[config.mk]
export PLATFORM = sky130hd
export DESIGN_NAME = cpu_arith_logic_jump_exec
export DESIGN_NICKNAME = d
export VERILOG_FILES = /design/src/rtl/cpu_exec_pkg.sv /design/src/rtl/cpu_arith_logic_jump_exec.sv
export SDC_FILE = /design/constraint.sdc
export NUM_CORES = 1
export LEC_CHECK = 0
export BUFFER_PORTS_ARGS = -buffer_cell sky130_fd_sc_hd__clkbuf_2
export CORE_ASPECT_RATIO = 0.75
export CORE_MARGIN = 2
export CORE_UTILIZATION = 50
export CTS_CLUSTER_DIAMETER = 30
export DETAILED_ROUTE_END_ITERATION = 8
export GPL_ROUTABILITY_DRIVEN = 1
export PLACE_DENSITY = 0.78
export SYNTH_ARGS = -nofsm -noshare
export SYNTH_HDL_FRONTEND = slang
export SYNTH_SLANG_ARGS = --single-unit
[constraint.sdc]
create_clock -name clk_i -period 7.6 [get_ports clk_i]
set_clock_uncertainty 0.05 [all_clocks]
set_input_delay 0.76 -clock clk_i [delete_from_list [all_inputs] [get_ports clk_i]]
set_output_delay 0.76 -clock clk_i [all_outputs]
set_load 0.005 [all_outputs]
[src/rtl/cpu_exec_pkg.sv]
// Constants and types for the arithmetic, logic and jump execution unit.
// Assumes a single clock and an instruction decoder outside this unit.
package cpu_exec_pkg;

  // ********************************************
  // Instruction selection
  // ********************************************
  typedef enum logic [4:0] {
    OP_ADD, OP_ADD_CARRY, OP_WORD_PLUS_IMM, OP_WORD_MINUS_IMM,
    OP_SUB, OP_REG_MINUS_IMM, OP_REG_MINUS_REG_BORROW,
    OP_REG_MINUS_IMM_BORROW, OP_AND, OP_AND_WITH_IMM, OP_OR,
    OP_OR_WITH_IMM, OP_XOR_REGS, OP_SET_BITS_IMM, OP_CLEAR_BITS_IMM,
    OP_ZERO_MINUS_TEST, OP_PRODUCT_UNSIGNED, OP_PRODUCT_SIGNED,
    OP_PRODUCT_SIGNED_UNSIGNED, OP_FRACTION_PRODUCT_UNSIGNED,
    OP_FRACTION_PRODUCT_SIGNED, OP_FRACTION_PRODUCT_MIXED,
    OP_JUMP_VIA_POINTER, OP_SUBROUTINE_VIA_POINTER,
    OP_COMPARE_SKIP_EQUAL, OP_COMPARE_IMMEDIATE, OP_SKIP_BIT_CLEAR
  } op_e;

  // ********************************************
  // Flag positions and update masks
  // ********************************************
  localparam int FLAG_C = 0;
  localparam int FLAG_Z = 1;
  localparam int FLAG_N = 2;
  localparam int FLAG_V = 3;
  localparam int FLAG_S = 4;
  localparam int FLAG_H = 5;
  localparam int FLAG_W = 6;
  localparam logic [5:0] FLAGS_RESET = 6'h00;
  localparam logic [5:0] MASK_ARITH8 = 6'h2F;
  localparam logic [5:0] MASK_WORD = 6'h1F;
  localparam logic [5:0] MASK_LOGIC = 6'h0E;
  localparam logic [5:0] MASK_PRODUCT = 6'h03;
  localparam logic [5:0] MASK_NONE = 6'h00;

  // ********************************************
  // Operand constants and cycle counts
  // ********************************************
  localparam logic [7:0] BYTE_ALL_ONES = 8'hFF;
  localparam int WORD_IMM_W = 6;
  localparam int PC_W = 16;
  localparam logic [15:0] PC_RESET = 16'h0000;
  localparam logic [15:0] PC_STEP = 16'h0001;
  localparam logic [15:0] SKIP_SHORT = 16'h0002;
  localparam logic [15:0] SKIP_LONG = 16'h0003;
  localparam logic [2:0] CYC_ONE = 3'h1;
  localparam logic [2:0] CYC_TWO = 3'h2;
  localparam logic [2:0] CYC_THREE = 3'h3;
  localparam logic [2:0] CYC_CALL = 3'h4;

endpackage

[src/rtl/cpu_arith_logic_jump_exec.sv]
// Execution unit for arithmetic, logic, multiply, jump and skip work.
// Assumes the decoder issues one op when ready_o is high, operands valid.
//
// Summary of operation
// - Register add, optional carry in, sets Z C N V H, one cycle.
// - Word plus immediate writes the pair, sets Z C N V S, two cycles.
// - Word minus immediate writes the pair, sets Z C N V S, two cycles.
// - Register subtract, optional borrow, sets Z C N V H, one cycle.
// - Register minus constant stored, sets Z C N V H, one cycle.
// - Register minus constant minus carry stored, sets Z C N V H.
// - AND with register or constant, updates only Z N V, one cycle.
// - OR with register or constant, updates only Z N V, one cycle.
// - Set bits ORs register with mask, updates Z N V, one cycle.
// - Clear bits ANDs with 0xFF minus constant, updates Z N V.
// - Test ANDs register with itself, value kept, updates Z N V.
// - Integer products go to the product pair, set Z C, two cycles.
// - Fractional products shifted left once, set Z C, two cycles.
// - Pointer jump loads program counter, no flags, two cycles.
// - Pointer call loads program counter, no flags, four cycles.
// - Compare-skip-equal advances counter by 2 or 3 on match.
// - Compare immediate subtracts without storing, sets Z N V C H.
// - Skip-bit-clear advances counter by 2 or 3 when bit is zero.
`timescale 1ns/1ps
module cpu_arith_logic_jump_exec (
  input wire logic clk_i,
  input wire logic rstn_i,
  input wire logic issue_i,
  input wire cpu_exec_pkg::op_e op_i,
  input wire logic [7:0] rd_i,
  input wire logic [7:0] rr_i,
  input wire logic [7:0] imm_i,
  input wire logic [15:0] pair_i,
  input wire logic [15:0] ptr_i,
  input wire logic [2:0] bit_sel_i,
  input wire logic next_long_i,
  output logic ready_o,
  output logic done_o,
  output logic [7:0] res8_o,
  output logic res8_we_o,
  output logic [15:0] res16_o,
  output logic pair_we_o,
  output logic prod_we_o,
  output logic push_o,
  output logic [15:0] pc_o,
  output logic flag_c_o,
  output logic flag_z_o,
  output logic flag_n_o,
  output logic flag_v_o,
  output logic flag_s_o,
  output logic flag_h_o
);
  import cpu_exec_pkg::*;

  // ********************************************
  // Byte adder shared by add, subtract, compare
  // ********************************************
  // Returns {h, v, c, result}
  function automatic logic [10:0] addsub8(input logic [7:0] a,
      input logic [7:0] b, input logic ci, input logic sub);
    logic [8:0] r9;
    logic h;
    logic v;
    r9 = sub ? ({1'b0, a} - {1'b0, b} - {8'h00, ci})
             : ({1'b0, a} + {1'b0, b} + {8'h00, ci});
    if (sub) begin
      h = (~a[3] & b[3]) | (b[3] & r9[3]) | (r9[3] & ~a[3]);
      v = (a[7] & ~b[7] & ~r9[7]) | (~a[7] & b[7] & r9[7]);
    end else begin
      h = (a[3] & b[3]) | (b[3] & ~r9[3]) | (~r9[3] & a[3]);
      v = (a[7] & b[7] & ~r9[7]) | (~a[7] & ~b[7] & r9[7]);
    end
    return {h, v, r9[8], r9[7:0]};
  endfunction

  // ********************************************
  // Operation evaluation
  // ********************************************
  logic [10:0] as_r;
  logic [16:0] w17;
  logic [17:0] mul_r;
  logic [15:0] prod;
  logic [7:0] log_r;
  logic [5:0] c_flags;
  logic [5:0] c_mask;
  logic [7:0] c_res8;
  logic [15:0] c_res16;
  logic c_we8, c_wep, c_wepr, c_push;
  logic [15:0] c_pc;
  logic [2:0] c_cyc;
  logic [5:0] flags_q;
  logic [15:0] pc_q;
  logic sa, sb;

  always_comb begin
    as_r = addsub8(rd_i, rr_i, 1'b0, 1'b0);
    w17 = 17'h0_0000;
    mul_r = 18'h0_0000;
    prod = 16'h0000;
    log_r = rd_i & rr_i;
    sa = 1'b0;
    sb = 1'b0;
    c_flags = flags_q;
    c_mask = MASK_NONE;
    c_res8 = 8'h00;
    c_res16 = 16'h0000;
    c_we8 = 1'b0;
    c_wep = 1'b0;
    c_wepr = 1'b0;
    c_push = 1'b0;
    c_pc = pc_q + PC_STEP;
    c_cyc = CYC_ONE;
    case (op_i)
      OP_ADD, OP_ADD_CARRY: begin
        as_r = addsub8(rd_i, rr_i,
                       (op_i == OP_ADD_CARRY) & flags_q[FLAG_C], 1'b0);
        c_mask = MASK_ARITH8;
        c_we8 = 1'b1;
      end
      OP_SUB, OP_REG_MINUS_REG_BORROW: begin
        as_r = addsub8(rd_i, rr_i,
                       (op_i == OP_REG_MINUS_REG_BORROW) & flags_q[FLAG_C],
                       1'b1);
        c_mask = MASK_ARITH8;
        c_we8 = 1'b1;
      end
      OP_REG_MINUS_IMM, OP_REG_MINUS_IMM_BORROW: begin
        as_r = addsub8(rd_i, imm_i,
                       (op_i == OP_REG_MINUS_IMM_BORROW) & flags_q[FLAG_C],
                       1'b1);
        c_mask = MASK_ARITH8;
        c_we8 = 1'b1;
      end
      OP_COMPARE_IMMEDIATE: begin
        as_r = addsub8(rd_i, imm_i, 1'b0, 1'b1);
        c_mask = MASK_ARITH8;
      end
      OP_WORD_PLUS_IMM, OP_WORD_MINUS_IMM: begin
        if (op_i == OP_WORD_PLUS_IMM) begin
          w17 = {1'b0, pair_i} + {11'h000, imm_i[WORD_IMM_W-1:0]};
          c_flags[FLAG_V] = ~pair_i[15] & w17[15];
          c_flags[FLAG_C] = ~w17[15] & pair_i[15];
        end else begin
          w17 = {1'b0, pair_i} - {11'h000, imm_i[WORD_IMM_W-1:0]};
          c_flags[FLAG_V] = pair_i[15] & ~w17[15];
          c_flags[FLAG_C] = w17[15] & ~pair_i[15];
        end
        c_flags[FLAG_N] = w17[15];
        c_flags[FLAG_Z] = (w17[15:0] == 16'h0000);
        c_flags[FLAG_S] = w17[15] ^ c_flags[FLAG_V];
        c_mask = MASK_WORD;
        c_res16 = w17[15:0];
        c_wep = 1'b1;
        c_cyc = CYC_TWO;
      end
      OP_AND, OP_AND_WITH_IMM, OP_OR, OP_OR_WITH_IMM, OP_XOR_REGS,
      OP_SET_BITS_IMM, OP_CLEAR_BITS_IMM, OP_ZERO_MINUS_TEST: begin
        case (op_i)
          OP_AND: log_r = rd_i & rr_i;
          OP_AND_WITH_IMM: log_r = rd_i & imm_i;
          OP_OR: log_r = rd_i | rr_i;
          OP_OR_WITH_IMM, OP_SET_BITS_IMM: log_r = rd_i | imm_i;
          OP_XOR_REGS: log_r = rd_i ^ rr_i;
          OP_CLEAR_BITS_IMM: log_r = rd_i & (BYTE_ALL_ONES - imm_i);
          default: log_r = rd_i & rd_i;
        endcase
        c_flags[FLAG_Z] = (log_r == 8'h00);
        c_flags[FLAG_N] = log_r[7];
        c_flags[FLAG_V] = 1'b0;
        c_mask = MASK_LOGIC;
        c_res8 = log_r;
        c_we8 = 1'b1;
      end
      OP_PRODUCT_UNSIGNED, OP_PRODUCT_SIGNED, OP_PRODUCT_SIGNED_UNSIGNED,
      OP_FRACTION_PRODUCT_UNSIGNED, OP_FRACTION_PRODUCT_SIGNED,
      OP_FRACTION_PRODUCT_MIXED: begin
        sa = (op_i == OP_PRODUCT_SIGNED) |
             (op_i == OP_PRODUCT_SIGNED_UNSIGNED) |
             (op_i == OP_FRACTION_PRODUCT_SIGNED) |
             (op_i == OP_FRACTION_PRODUCT_MIXED);
        sb = (op_i == OP_PRODUCT_SIGNED) |
             (op_i == OP_FRACTION_PRODUCT_SIGNED);
        // Full-width sign extension keeps the low product bits exact
        mul_r = {{10{rd_i[7] & sa}}, rd_i} *
                {{10{rr_i[7] & sb}}, rr_i};
        // Carry is the top bit before the fractional shift
        c_flags[FLAG_C] = mul_r[15];
        prod = (op_i >= OP_FRACTION_PRODUCT_UNSIGNED) ?
               {mul_r[14:0], 1'b0} : mul_r[15:0];
        c_flags[FLAG_Z] = (prod == 16'h0000);
        c_mask = MASK_PRODUCT;
        c_res16 = prod;
        c_wepr = 1'b1;
        c_cyc = CYC_TWO;
      end
      OP_JUMP_VIA_POINTER: begin
        c_pc = ptr_i;
        c_cyc = CYC_TWO;
      end
      OP_SUBROUTINE_VIA_POINTER: begin
        c_pc = ptr_i;
        c_res16 = pc_q + PC_STEP;
        c_push = 1'b1;
        c_cyc = CYC_CALL;
      end
      OP_COMPARE_SKIP_EQUAL, OP_SKIP_BIT_CLEAR: begin
        if ((op_i == OP_COMPARE_SKIP_EQUAL) ? (rd_i == rr_i)
                                             : ~rr_i[bit_sel_i]) begin
          c_pc = pc_q + (next_long_i ? SKIP_LONG : SKIP_SHORT);
          c_cyc = next_long_i ? CYC_THREE : CYC_TWO;
        end
      end
      default: c_mask = MASK_NONE;
    endcase
    if (c_mask == MASK_ARITH8) begin
      c_res8 = as_r[7:0];
      c_flags[FLAG_C] = as_r[8];
      c_flags[FLAG_V] = as_r[9];
      c_flags[FLAG_H] = as_r[10];
      c_flags[FLAG_Z] = (as_r[7:0] == 8'h00);
      c_flags[FLAG_N] = as_r[7];
    end
    c_flags = (flags_q & ~c_mask) | (c_flags & c_mask);
  end

  // ********************************************
  // Sequencing and commit
  // ********************************************
  typedef enum logic {ST_IDLE, ST_RUN} state_e;
  state_e state_q, state_d;
  logic [2:0] cnt_q, cnt_d;
  logic [5:0] pf_q, pf_d;
  logic [7:0] p8_q, p8_d;
  logic [15:0] p16_q, p16_d, ppc_q, ppc_d;
  logic [3:0] pwe_q, pwe_d;
  logic [5:0] flags_d;
  logic [15:0] pc_d, res16_d;
  logic [7:0] res8_d;
  logic [3:0] we_d, we_q;
  logic ready_d, done_d, commit, acc;

  assign acc = issue_i & ready_o;

  always_comb begin
    state_d = state_q;
    cnt_d = cnt_q;
    pf_d = pf_q;
    p8_d = p8_q;
    p16_d = p16_q;
    ppc_d = ppc_q;
    pwe_d = pwe_q;
    flags_d = flags_q;
    pc_d = pc_q;
    res8_d = res8_o;
    res16_d = res16_o;
    we_d = 4'h0;
    commit = 1'b0;
    if (state_q == ST_IDLE) begin
      if (acc) begin
        if (c_cyc == CYC_ONE) begin
          commit = 1'b1;
          flags_d = c_flags;
          pc_d = c_pc;
          res8_d = c_res8;
          res16_d = c_res16;
          we_d = {c_push, c_wepr, c_wep, c_we8};
        end else begin
          state_d = ST_RUN;
          cnt_d = c_cyc - CYC_ONE;
          pf_d = c_flags;
          p8_d = c_res8;
          p16_d = c_res16;
          ppc_d = c_pc;
          pwe_d = {c_push, c_wepr, c_wep, c_we8};
        end
      end
    end else begin
      cnt_d = cnt_q - CYC_ONE;
      // Results held back so flags and counter move on the last cycle
      if (cnt_q == CYC_ONE) begin
        commit = 1'b1;
        state_d = ST_IDLE;
        flags_d = pf_q;
        pc_d = ppc_q;
        res8_d = p8_q;
        res16_d = p16_q;
        we_d = pwe_q;
      end
    end
    ready_d = (state_d == ST_IDLE);
    done_d = commit;
  end

  always_ff @(posedge clk_i) begin
    if (!rstn_i) begin
      state_q <= ST_IDLE;
      cnt_q <= 3'h0;
      pf_q <= FLAGS_RESET;
      p8_q <= 8'h00;
      p16_q <= 16'h0000;
      ppc_q <= PC_RESET;
      pwe_q <= 4'h0;
      flags_q <= FLAGS_RESET;
      pc_q <= PC_RESET;
      res8_o <= 8'h00;
      res16_o <= 16'h0000;
      we_q <= 4'h0;
      ready_o <= 1'b1;
      done_o <= 1'b0;
    end else begin
      state_q <= state_d;
      cnt_q <= cnt_d;
      pf_q <= pf_d;
      p8_q <= p8_d;
      p16_q <= p16_d;
      ppc_q <= ppc_d;
      pwe_q <= pwe_d;
      flags_q <= flags_d;
      pc_q <= pc_d;
      res8_o <= res8_d;
      res16_o <= res16_d;
      we_q <= we_d;
      ready_o <= ready_d;
      done_o <= done_d;
    end
  end

  assign res8_we_o = we_q[0];
  assign pair_we_o = we_q[1];
  assign prod_we_o = we_q[2];
  assign push_o = we_q[3];
  assign pc_o = pc_q;
  assign flag_c_o = flags_q[FLAG_C];
  assign flag_z_o = flags_q[FLAG_Z];
  assign flag_n_o = flags_q[FLAG_N];
  assign flag_v_o = flags_q[FLAG_V];
  assign flag_s_o = flags_q[FLAG_S];
  assign flag_h_o = flags_q[FLAG_H];
endmodule

==> flow_summary.yaml <==
timing:
  clock.fmax_mhz: 143
  fin_setup_tns_ns: 0
  report.final.slew_viol_count: 0
  worstMarginPinSlew_ns: 1.04
  rsz0062_at_grt: "no"
  relSlewSlack_pct: 30.9
  period_minus_slack_ns: 7.00
  final-hold-violation-count: 0
  finalCritPeriodShare_pct: 92.1
  setup-violations-final: 0
logic_synthesis:
  yosys-top-cells-count: "nor2_1 (164), inv_1 (137), nand2_1 (133)"
  syn_nets: 1843
  yosys_warnings: 0
  yosysMostFrequentCell: "nor2_1"
  synth_ff_type: "dfxtp_1"
  synth_edf_count: 0
  avgSynthCellArea_um2: 7.61
  syn-cell-area_um2: 12200
  synth_top_area_share_pct: 17.3
  async_reset_ff_share_pct: 0
  yosysSeqAreaShare_pct: 17.3
  synth.area.top_cells: "dfxtp_1 (17%), fa_1 (12%), ha_1 (9.7%)"
  synth-seq-cells: 106
  synth_area_leader_cell: "dfxtp_1"
  syn_inst: 1609
  synth_cell_type_count: 82
placed_design:
  place_area_um2: 13100
  gp_congestion: 1.04
  io_buffer_count: 119
  place_hpwl_um: 31700
clock_tree:
  clk_latency_ns: 0.36
  hold_buffers: 0
  cts_setup_buffers: 0
  cts.sinks: 106
  h-tree-depth: 3
  numCtsBuffers: 9
  clockRootBuffer: "clkbuf_16"
  cts_tree: "done"
  path_clk_slew_ns: 0.09
  clockBufferDepth: 2
  cts_resized: 0
route:
  drtAntennaViolNets: 0
  drcViolationCount: 0
  vias: 12600
  drtIter0Drc: 1575
  routed_wl_um: 40800
  wl_per_cell_um: 20.4
  firstDrtPassIters: 6
  viasPerCell: 6.31
critical_path:
  crit_chain: "clkbuf_2 > or3b_4 > a2111oi_4 > nand2_1 > fa_1 > fa_1 > inv_1 > fa_1 > fa_1 > inv_1 > fa_1 > inv_1 > ha_1 > and3_1 > a221o_1 > o21ai_0 > a211oi_1 > mux2_2 > nand3_1 > nor4_2 > a211oi_1 > a211oi_2"
  crit_path_start_kind: "primary input"
  cp-startpoint: "op_i[1]"
  regToRegEndpoint: "res8_o[6]$_SDFFE_PN0P_"
  cp_max_fo: 12
  criticalPathCategory: "in2reg"
  cp-end-kind: "flop"
  worstRegToRegCells: 12
  critical-path-max-stage-delay_ns: 0.54
  arrival_ns: 7.23
  r2r_start: "flags_q[0]$_SDFFE_PN0P_"
  critPathMostFrequentCell: "fa_1"
  required_ns: 7.83
  endpoint: "pf_q[1]$_SDFFE_PN0P_"
  rrSetupSlack_ns: 3.47
  critPathSlowestCell: "fa_1"
min_path:
  min_path_type: "reg2reg"
floorplan:
  io_pins: 120
  die_h_um: 140
  initial_core_util_pct: 51.0
  dieWidth_um: 185
  coreArea_um2: 24000
  die_area_um2: 25800
  rows: 49
pwr:
  power_mw: 2.44
  power_leakage_nw: 5.64
  p_per_area_nw_per_um2: 183
  vdd_drop_max_mv: 0.144
cells_and_area:
  register_area_um2: 2120
  nNetsFinal: 1894
  fill_cells: 2320
  post_route_cells_drive_above_1_share_pct: 11.6
  areaGrowthSynthToFinish_pct: 9.26
  antennaDiodeCount: 0
  stdcell_area_um2: 13400
  multi_input_area_um2: 9240
grt:
  grtUsageTotal_pct: 31.7
  antenna_found_initial: 1
  grt_start_max_net_pins: 66
  grt_overflow: 0
  grt_pass1_vias: 11700
  grt_pass1_wl_um: 64500
run:
  maxCapViolations: 0
outcome:
  outcome: "finished, final reports clean"
[metrics by stage]
stage | utilization [%] | instances | setup slack (ns) | hold WS (ns)
6_report | 55.7 | 1996 | 0.602 | 0.410
3_3_place_gp | 54.3 | 1980 | 0.454 | 0.392
4_1_cts | 55.7 | 1996 | 0.713 | 0.411
3_5_place_dp | 54.3 | 1980 | 0.359 | 0.401
2_1_floorplan | - | 1609 | 0.971 | 0.386
5_1_grt | 55.7 | 1996 | 0.286 | 0.429
[critical path, delay by kind of cell]
kind | cells | cell delay (ns)
muxes | 1 | 0.27
adders and majority gates | 6 | 2.86
buffers and inverters | 4 | 0.36
and+or+nand+nor | 5 | 1.28
AOI/OAI and AO/OA | 6 | 1.68
[area by class of cell]
cell class	count	share of cell area [%]
clock buffers	9	1.68
clock inverters	7	0.720
inverters	138	3.87
multi-input cells	1264	69.1
flip-flops and latches	106	15.9
well taps	331	3.09
repair buffers	141	5.68
[flip-flops by register name, summed over array words and instances, names as in the netlist, 6 cells and up]
name,count
res8_o,8
p8_q,8
pf_q,6
res16_o,16
flags_q,6
p16_q,16
pc_o,16
ppc_q,16
[power by group]
group | leakage [nW] | internal (mW) | total (mW) | switching (mW)
clock | 0.156 | 0.243 | 0.500 | 0.257
sequential | 0.863 | 0.595 | 0.629 | 0.0347
combinational | 4.62 | 0.510 | 1.32 | 0.806
[placed cells by master, fill, tap and decap left out, drive strengths merged, types with 9 or more instances in the layout]
cell type	Yosys	layout
a211oi	30	30
a22oi	22	22
a31oi	15	15
o22ai	19	19
inv	137	142
nand2	134	134
nor2	165	165
a21o	13	13
a221oi	9	9
o21ai	81	81
nor3	29	29
fa	71	71
nand3	56	56
nand2b	25	25
or3	14	14
nand4	13	13
dfxtp	106	106
and2	38	38
nor4	13	13
or2	10	10
buf	21	22
xor2	24	24
o211ai	14	14
o221ai	20	20
a21oi	122	122
o21a	13	13
mux2i	22	22
ha	95	95
nor2b	14	14
and3	18	18
xnor2	54	54
o31ai	14	14
clkbuf	80	128
[how the worst min path moves through the flow]
stage	to	slack, ns	startpoint	depth (start not counted)
floorplan	pf_q[5]$_SDFFE_PN0P_	0.39	pf_q[5]$_SDFFE_PN0P_	2
global placement	pf_q[5]$_SDFFE_PN0P_	0.39	pf_q[5]$_SDFFE_PN0P_	2
detailed placement	res8_o[3]$_SDFFE_PN0P_	0.40	res8_o[3]$_SDFFE_PN0P_	2
CTS	res8_o[3]$_SDFFE_PN0P_	0.41	res8_o[3]$_SDFFE_PN0P_	2
global route	res8_o[1]$_SDFFE_PN0P_	0.43	res8_o[1]$_SDFFE_PN0P_	2
finish	res8_o[5]$_SDFFE_PN0P_	0.41	res8_o[5]$_SDFFE_PN0P_	2
[kinds of logic after synthesis]
| kind of cell | count (synthesis) | share of synthesized area [%] |
|---|---|---|
| simple gates | 558 | 22.2 |
| xor+xnor | 79 | 5.77 |
| flops | 106 | 17.3 |
| mux | 29 | 2.63 |
| fa+ha+maj | 166 | 21.3 |
| compound gates | 432 | 23.3 |
| buf+inv | 239 | 7.46 |
[metal layers]
metal	vias to the layer above	wire, um	track usage, %
li1	5755	-	-
met1	6021	17400	45.6
met2	729	17400	47.3
met3	98	5080	8.48
met4	0	993	7.27
met5	-	0	0
No activity file was read; power rests on OpenSTA's default activity.
